[config.mk]
export PLATFORM = sky130hd
export DESIGN_NAME = sbor_serial_bus_options_register
export DESIGN_NICKNAME = d
export VERILOG_FILES = /design/src/sbor_serial_bus_options_register.v
export VERILOG_INCLUDE_DIRS = /design/src
export SDC_FILE = /design/constraint.sdc
export NUM_CORES = 1
export LEC_CHECK = 0
export BUFFER_PORTS_ARGS = -buffer_cell sky130_fd_sc_hd__buf_2
export CAP_MARGIN = 30
export CORE_MARGIN = 3
export CORE_UTILIZATION = 50
export DETAILED_ROUTE_END_ITERATION = 7
export PLACE_DENSITY = 0.85
export SLEW_MARGIN = 0
export SYNTH_ARGS = -nofsm -noshare
export SYNTH_HDL_FRONTEND = slang
export SYNTH_SLANG_ARGS = --single-unit
[constraint.sdc]
create_clock -name core_clk -period 9.9 [get_ports core_clk]
set_input_delay 2.475 -clock core_clk [delete_from_list [all_inputs] [get_ports core_clk]]
set_output_delay 2.475 -clock core_clk [all_outputs]
set_load 0.02 [all_outputs]
[src/sbor_consts.vh]
// Purpose: Constants for the serial bus options register block.
// Assumes: Included by sbor_serial_bus_options_register.v only.
// Notes:   Byte offsets are Wishbone byte addresses of aligned 32-bit words.
`ifndef SBOR_CONSTS_VH
`define SBOR_CONSTS_VH
`define SBOR_ADDR_W          8
`define SBOR_OFF_BUS_OPTIONS 8'h20
`define SBOR_OFF_ROM_CTRL    8'h60
`define SBOR_OFF_RX_CHECK    8'h64
`define SBOR_BIT_IRMC        31
`define SBOR_BIT_CMC         30
`define SBOR_BIT_ISC         29
`define SBOR_BIT_BMC         28
`define SBOR_BIT_PMC         27
`define SBOR_CAP_HI          31
`define SBOR_CAP_LO          27
`define SBOR_ACC_HI          23
`define SBOR_ACC_LO          16
`define SBOR_REC_HI          15
`define SBOR_REC_LO          12
`define SBOR_GEN_HI          7
`define SBOR_GEN_LO          6
`define SBOR_SPD_HI          2
`define SBOR_SPD_LO          0
`define SBOR_CAP_RESET       5'h00
`define SBOR_ACC_RESET       8'h00
`define SBOR_REC_RESET       4'ha
`define SBOR_REC_MIN         4'h8
`define SBOR_GEN_RESET       2'h0
`define SBOR_GEN_ONE         2'h1
`define SBOR_SPD_CODE        3'h2
`define SBOR_LEN_W           17
`define SBOR_LEN_ONE         17'h00001
`define SBOR_ZERO32          32'h00000000
`endif

[src/sbor_serial_bus_options_register.v]
// Purpose: Bus options register, Wishbone slave, mirrored as bus info quadlet two.
// Assumes: Classic Wishbone, 32-bit data, one-cycle ack, synchronous inputs.
// Notes:   Ack rises the cycle after cyc and stb and drops for one cycle after.
//
// Overview of operation
// - Bus options register at byte offset 20h, also mirrored as bus info quadlet.
// - Bits 31..27 are writable capability flags irmc, cmc, isc, bmc, pmc.
// - Power management capable flag set means node advertises that capability.
// - Bits 23..16 are writable cycle master clock accuracy in ppm.
// - Bits 15..12 give max request size 2^(n+1), never below 512 bytes; smaller codes are kept and clear linkFieldsValid while linkEnableBit is set.
// - Block write longer than max request size may get ack_type_error.
// - Hard reset sets max request to 2048 code; soft reset keeps it.
// - Bits 7..6 writable generation counter, advances on ROM change since bus reset.
// - Bits 2..0 read only, always return 010.
// - Reserved ranges 26..24, 11..8 and 5..3 always read zero.
//
// Decided for this implementation: the Wishbone interface to the registers.
`timescale 1ns/1ns
`include "sbor_consts.vh"
module sbor_serial_bus_options_register (
    input  wire        core_clk,
    input  wire        nrst,
    input  wire        softReset,
    input  wire        linkEnableBit,
    input  wire        romChanged,
    input  wire        busReset,
    input  wire        rxBlockWrite,
    input  wire [16:0] rxLength,
    input  wire        wb_cyc_i,
    input  wire        wb_stb_i,
    input  wire        wb_we_i,
    input  wire [7:0]  wb_adr_i,
    input  wire [3:0]  wb_sel_i,
    input  wire [31:0] wb_dat_i,
    output reg  [31:0] wb_dat_o,
    output reg         wb_ack_o,
    output reg  [31:0] busInfoQuadlet,
    output reg         pmCapable,
    output reg         ackTypeError,
    output reg         linkFieldsValid
);

    reg  [4:0]  capFlags_reg;
    reg  [7:0]  clkAccuracy_reg;
    reg  [3:0]  maxRec_reg;
    reg  [1:0]  generation_reg;
    reg         romDirty_reg;
    reg         typeErrEnable_reg;
    reg  [15:0] typeErrCount_reg;

    wire        request;
    wire        writeStrobe;
    wire        hitOptions;
    wire        hitRomCtrl;
    wire        hitRxCheck;
    wire [31:0] optionsWord;
    wire [`SBOR_LEN_W-1:0] maxRecBytes;
    wire        oversize;

    assign request     = wb_cyc_i & wb_stb_i & ~wb_ack_o;
    assign writeStrobe = request & wb_we_i;
    assign hitOptions  = (wb_adr_i == `SBOR_OFF_BUS_OPTIONS);
    assign hitRomCtrl  = (wb_adr_i == `SBOR_OFF_ROM_CTRL);
    assign hitRxCheck  = (wb_adr_i == `SBOR_OFF_RX_CHECK);

    // Reserved bits are wired to zero and the speed code is a constant, so no
    // flip-flop can ever make them read otherwise.
    assign optionsWord = {capFlags_reg,
                          3'h0,
                          clkAccuracy_reg,
                          maxRec_reg,
                          4'h0,
                          generation_reg,
                          3'h0,
                          `SBOR_SPD_CODE};

    // Size in bytes is two to the power of the field plus one.
    // The exponent is widened to five bits so that code 15 cannot wrap to 0.
    assign maxRecBytes = `SBOR_LEN_ONE << ({1'b0, maxRec_reg} + 5'h01);
    assign oversize    = rxBlockWrite & (rxLength > maxRecBytes);

    // Capability, accuracy and generation fields: only the sel lanes that
    // carry them are written; max request is written in its own block, all other bit positions ignore writes.
    always @(posedge core_clk or negedge nrst) begin
        if (!nrst) begin
            capFlags_reg    <= `SBOR_CAP_RESET;
            clkAccuracy_reg <= `SBOR_ACC_RESET;
            generation_reg  <= `SBOR_GEN_RESET;
            romDirty_reg    <= 1'b0;
        end else if (softReset) begin
            capFlags_reg    <= `SBOR_CAP_RESET;
            clkAccuracy_reg <= `SBOR_ACC_RESET;
            generation_reg  <= `SBOR_GEN_RESET;
            romDirty_reg    <= 1'b0;
        end else begin
            if (writeStrobe && hitOptions && wb_sel_i[3]) begin
                capFlags_reg <= wb_dat_i[`SBOR_CAP_HI:`SBOR_CAP_LO];
            end
            if (writeStrobe && hitOptions && wb_sel_i[2]) begin
                clkAccuracy_reg <= wb_dat_i[`SBOR_ACC_HI:`SBOR_ACC_LO];
            end
            // A software write wins over the automatic advance in one cycle.
            if (writeStrobe && hitOptions && wb_sel_i[0]) begin
                generation_reg <= wb_dat_i[`SBOR_GEN_HI:`SBOR_GEN_LO];
            end else if (busReset && (romDirty_reg || romChanged)) begin
                generation_reg <= generation_reg + `SBOR_GEN_ONE;
            end
            // A bus reset consumes every pending change, including one that
            // arrives in the same cycle, so no change is counted twice.
            if (busReset) begin
                romDirty_reg <= 1'b0;
            end else if (romChanged) begin
                romDirty_reg <= 1'b1;
            end
        end
    end

    // Max request survives soft reset; only the hard reset reloads it.
    always @(posedge core_clk or negedge nrst) begin
        if (!nrst) begin
            maxRec_reg <= `SBOR_REC_RESET;
        end else if (writeStrobe && hitOptions && wb_sel_i[1]) begin
            maxRec_reg <= wb_dat_i[`SBOR_REC_HI:`SBOR_REC_LO];
        end
    end

    // Control word at 60h: bit 0 enables type error answers to oversize writes.
    // Counter at 64h counts oversize writes seen; any write clears it, but an
    // oversize event in the same cycle wins over the clear.
    always @(posedge core_clk or negedge nrst) begin
        if (!nrst) begin
            typeErrEnable_reg <= 1'b0;
            typeErrCount_reg  <= 16'h0000;
        end else begin
            if (writeStrobe && hitRomCtrl && wb_sel_i[0]) begin
                typeErrEnable_reg <= wb_dat_i[0];
            end
            if (oversize) begin
                typeErrCount_reg <= typeErrCount_reg + 16'h0001;
            end else if (writeStrobe && hitRxCheck) begin
                typeErrCount_reg <= 16'h0000;
            end
        end
    end

    // Wishbone answer one cycle after the request; unmapped reads give zero.
    always @(posedge core_clk or negedge nrst) begin
        if (!nrst) begin
            wb_ack_o <= 1'b0;
            wb_dat_o <= `SBOR_ZERO32;
        end else begin
            wb_ack_o <= request;
            if (request && !wb_we_i && hitOptions) begin
                wb_dat_o <= optionsWord;
            end else if (request && !wb_we_i && hitRomCtrl) begin
                wb_dat_o <= {31'h00000000, typeErrEnable_reg};
            end else if (request && !wb_we_i && hitRxCheck) begin
                wb_dat_o <= {16'h0000, typeErrCount_reg};
            end else begin
                wb_dat_o <= `SBOR_ZERO32;
            end
        end
    end

    // Link-side views; software alone keeps the fields valid under link enable.
    always @(posedge core_clk or negedge nrst) begin
        if (!nrst) begin
            busInfoQuadlet  <= `SBOR_ZERO32;
            pmCapable       <= 1'b0;
            ackTypeError    <= 1'b0;
            linkFieldsValid <= 1'b0;
        end else begin
            busInfoQuadlet  <= optionsWord;
            pmCapable       <= capFlags_reg[`SBOR_BIT_PMC - `SBOR_CAP_LO];
            ackTypeError    <= oversize & typeErrEnable_reg;
            linkFieldsValid <= ~linkEnableBit | (maxRec_reg >= `SBOR_REC_MIN);
        end
    end

endmodule

## Word level (Yosys, flattened, before mapping)

Index checks and enable logic that the tools add are counted.

| word-level totals | value |
|---|---|
| register bits | 93 |
| input port bits | 71 |
| output and inout port bits | 68 |
| word-level logic and storage cells | 65 |

| cells by class | value |
|---|---|
| add/subtract/negate cells | 3 |
| $lt $le $gt $ge | 2 |
| eq/ne operators | 3 |
| shift-type cells | 1 |
| muxes and demuxes | 15 |
| bitwise operators | 8 |
| reductions and logical operators | 20 |

Operators by type and width:

| cell | number |
|---|---|
| 16-bit two-way mux | 4 |
| 32-bit two-way mux | 1 |
| 17-bit > comparator | 1 |
| 1-bit by 5-bit << shifter with 17-bit output (first input constant) | 1 |
| 16-bit by 1-bit adder with 16-bit output (second input constant) | 1 |
| 8-bit by 7-bit == test with 1-bit output (second input constant) | 2 |
| 8-bit two-way mux | 2 |
| 1-bit logical AND | 13 |
| 5-bit two-way mux | 2 |
| 8-bit by 6-bit == test with 1-bit output (second input constant) | 1 |
| 2-bit two-way mux | 3 |
| 2-bit nonzero test | 3 |
| 3-bit nonzero test | 2 |
| 4-bit by 1-bit adder with 5-bit output (second input constant) | 1 |
| 1-bit bitwise AND | 5 |
| 4-bit >= comparator (second input constant) | 1 |
| 1-bit two-way mux | 3 |
| 2-bit by 1-bit adder with 2-bit output (second input constant) | 1 |
| 1-bit inverter | 2 |
| 1-bit zero test | 1 |
| 1-bit logical OR | 1 |
| 1-bit OR | 1 |

## Depth between registers and ports, before layout

| logic depth | value |
|---|---|
| depth after elaboration | 7 |
| gate-level depth with buffers | 11 |
| gate-level depth less buffers | 9 |

## Worst setup path after synthesis

Ideal clock, no wire load.

| path | value |
|---|---|
| path kind | input to register |
| start | input port rxLength[16] |
| end | register typeErrCount_reg[2] |
| library setup time | 79 ps |
| arrival time | 4,425 ps |
| setup slack | 5,395 ps |
| stages | 8 |
| buffers on the path | 1 |
| cells stage by stage | ha_1 > nand4_1 > or4_1 > a31o_1 > a31oi_4 > buf_2 > mux2_1 > mux2i_1 |

| between the ends | value |
|---|---|
| cells in the longest elaborated chain, start to end | 3 |

RTL lines:

| what | line | source |
|---|---|---|
| from (decl) | sbor_serial_bus_options_register.v:28 | `input wire [16:0] rxLength,` |
| 17-bit > comparator (*) | sbor_serial_bus_options_register.v:80 | `assign oversize = rxBlockWrite & (rxLength > maxRecBytes);` |
| 1-bit bitwise AND (*) | sbor_serial_bus_options_register.v:80 |  |
| 16-bit two-way mux / 2-bit nonzero test (equally long branches) | n/a |  |
| to (signal assigned) | sbor_serial_bus_options_register.v:139 | `typeErrCount_reg <= typeErrCount_reg + 16'h0001;` |
| to (decl) | sbor_serial_bus_options_register.v:49 | `reg [15:0] typeErrCount_reg;` |

Every way passes the cells marked *; elsewhere a longest branch is shown, timed or not.
A chain may end at the register's enable or synchronous reset.

## Worst setup path after layout

| path | value |
|---|---|
| start | input port rxLength[16] |
| end | register typeErrCount_reg[7] |

The elaborated chain is that of the path after synthesis.

==> summary.txt <==
max-cap check violation count: 0
mux contribution to synthesized area: 5.22%
Leak Pwr: 2.64 nW
adder-cell share of the synthesized area: 5.63%
ANT nets after route: 0
sequential fraction of the synthesis area: 55.7%
most common cell in the netlist: dfrtp_1
period utilisation layout: 50.1%
io pins: 139
aggregate global routing overflow: 0
xor/xnor share of the synthesized area: 0.437%
Synth-to-Final Area Change: 20.4%
required time worst endpoint: 10.12 ns
H-tree Lvls: 3
Area after DPL: 4600 sq um
Synth warnings: 0
endpoints failing setup: 0
CTS sink count: 89
Rows: 32
vias in the first global route: 2889
Max Clock Skew: 0.00493 ns
post-synthesis area per instance: 11.2 sq um
CTS tree: yes
maximum root-to-sink buffer count: 2
Hold Crit Class: flop to flop
cell area after layout: 4820 sq um
Max FO, Critical Path: 32
Hold Slack: 0.398 ns
PD cells: 150 nW/um^2
met3 Use GR: 5.37%
Synth area leaders: dfrtp_1, ha_1, and2_1
Slew headroom: 40.4%
GR peak layer: met2
Cells after DPL: 555
flip-flop and latch count after synthesis: 89
GR Layer Usage met2: 33.4%
Post-Syn Instances: 356
top cell type's share of synthesized area: 54.4%
Startpoint Class: input port
global placement routability congestion: 0.822
via count: 2984
main combinational cell family by area after synthesis: simple AND/OR/NAND/NOR gates
CTS root buf: clkbuf_8
Via density: 5.23
Achievable Freq: 202 MHz
first-pass iteration count of the detailed router: 5
Fin. Hold Viols: 0
All-Layer GR Usage: 19.1%
# resized after CTS: 0
Routed WL: 8330 um
pre-CTS WS: 4.61 ns
Port Buffers: 111
drt drc: 0
status: finished clean
initial core utilization: 51.5%
total CTS buffers: 9
fillers: 636
simple-gate share of the synthesized area: 19.0%
Avg WL per Cell: 14.6 um
final std cells w/o fill: 571
post-synth cell types: 49
Nets: 553
# hold bufs at CTS: 0
post-CTS setup buffer count: 0
max reg flops: 29
Worst-Skew Late Latency: 0.34 ns
ys flop type: dfrtp_1
RSZ-0062 raised after global routing: false
final core utilization: 62.1%
post-synth top area cell: dfrtp_1
Pwr Total: 725 uW
hpwl dp: 6170 um
IR Drop Worst-Case VDD: 0.0000770 V
1st-iter DRT viols: 115
Slew Limit Fails: 0
Async SR Flop Fraction: 100%
worst-margin pin slew: 0.890 ns
die height: 95.5 um
Die Area: 9120 sq um
Synth Cell Area: 4000 sq um
top post-synthesis cells by count: dfrtp_1, nand2_1, nor2_1, and2_1, nand3_1
Crit Path Class: input port to flop
Crit. End Element: flop
setup_tns: 0 ns
first-pass GRT wire length: 13600 um
setup ws final: 4.94 ns
Arr. time, crit path: 5.18 ns
Reg clk slew, reported paths: 0.09 ns
ratio of cells with drive above 1 in the final layout: 30.3%
# diodes: 0
Die X: 95.5 um
area of the core: 7770 sq um
number of synthesized flops with an enable pin: 0
largest net degree at the start of global routing: 52
initial antenna violation count: 0
GR Layer Usage met1: 22.7%
min Tclk post-route: 4.96 ns
Compound-Gate Fraction of Synth Area: 8.97%
where the power goes:
group / leakage (nW) / switching [mW] / internal (mW)
Sequential: 1.22 / 0.0129 / 0.374
Combinational: 1.30 / 0.0368 / 0.0272
Clock: 0.112 / 0.129 / 0.145
worst paths after layout:
path / slack, ns / cells past startpoint / to / from
max: 4.94 / 8 / typeErrCount_reg[7] / rxLength[16]
min: 0.40 / 0 / busInfoQuadlet[28] / capFlags_reg[1]
max reg2reg: 6.08 / 9 / typeErrCount_reg[7] / maxRec_reg[1]
min reg2reg: 0.40 / 0 / busInfoQuadlet[28] / capFlags_reg[1]
max in group asynchronous: 7.15 / 2 / maxRec_reg[3] / nrst
min in group asynchronous: 2.09 / 1 / busInfoQuadlet[17] / nrst
routing by layer:
layer  wire length, um  vias to the layer above
li1                  -                     1433
met1              3430                     1412
met5                 0                        -
met3               633                       15
met2              4130                      124
met4               139                        0
critical path: stages:
cell and delay (ns):
buf_2 0.10, ha_1 0.31, nand4_1 0.16, or4_1 0.55, a31o_1 0.24, a31oi_4 0.63, nor2_2 0.27, a221o_1 0.42
area by class of cell:
cell class | count | area [sq um] | area share (%)
Clock inverter | 7 | 101 | 2.10
Inverter | 2 | 7.51 | 0.156
Clock buffer | 9 | 124 | 2.57
Multi-Input combinational cell | 249 | 1640 | 33.9
Tap cell | 102 | 128 | 2.65
Timing Repair Buffer | 113 | 597 | 12.4
Sequential cell | 89 | 2230 | 46.2
cells by family (layout without fill, tap and decap cells):
family / after synthesis / after routing
XOR/XNOR: 2 / 2
other: 2 / 17
adder cells (fa/ha/maj): 18 / 18
multiplexers: 20 / 20
flip-flops: 89 / 89
AND/OR/NAND/NOR: 145 / 145
AO/OA/AOI/OAI: 47 / 47
buffers and inverters: 33 / 131
layout by cell type (no fill, tap or decap), types with 3 or more instances in the layout:
cell	synthesis	routed
a21oi_1	11	11
o21ai_0	6	6
nor3_1	6	6
clkbuf_8	0	9
dfrtp_1	87	87
a22o_1	7	7
and2_1	23	23
nor2b_1	6	6
nor3b_1	3	3
nand4_1	4	4
ha_1	18	18
mux2i_1	13	13
nor2_1	26	26
conb_1	2	17
mux2_2	6	6
buf_2	3	110
nand3_1	22	22
a211o_1	3	3
and3_1	13	13
nand2_1	30	30
a221o_1	8	8
Note: power is estimated with default switching activity, not from simulation.
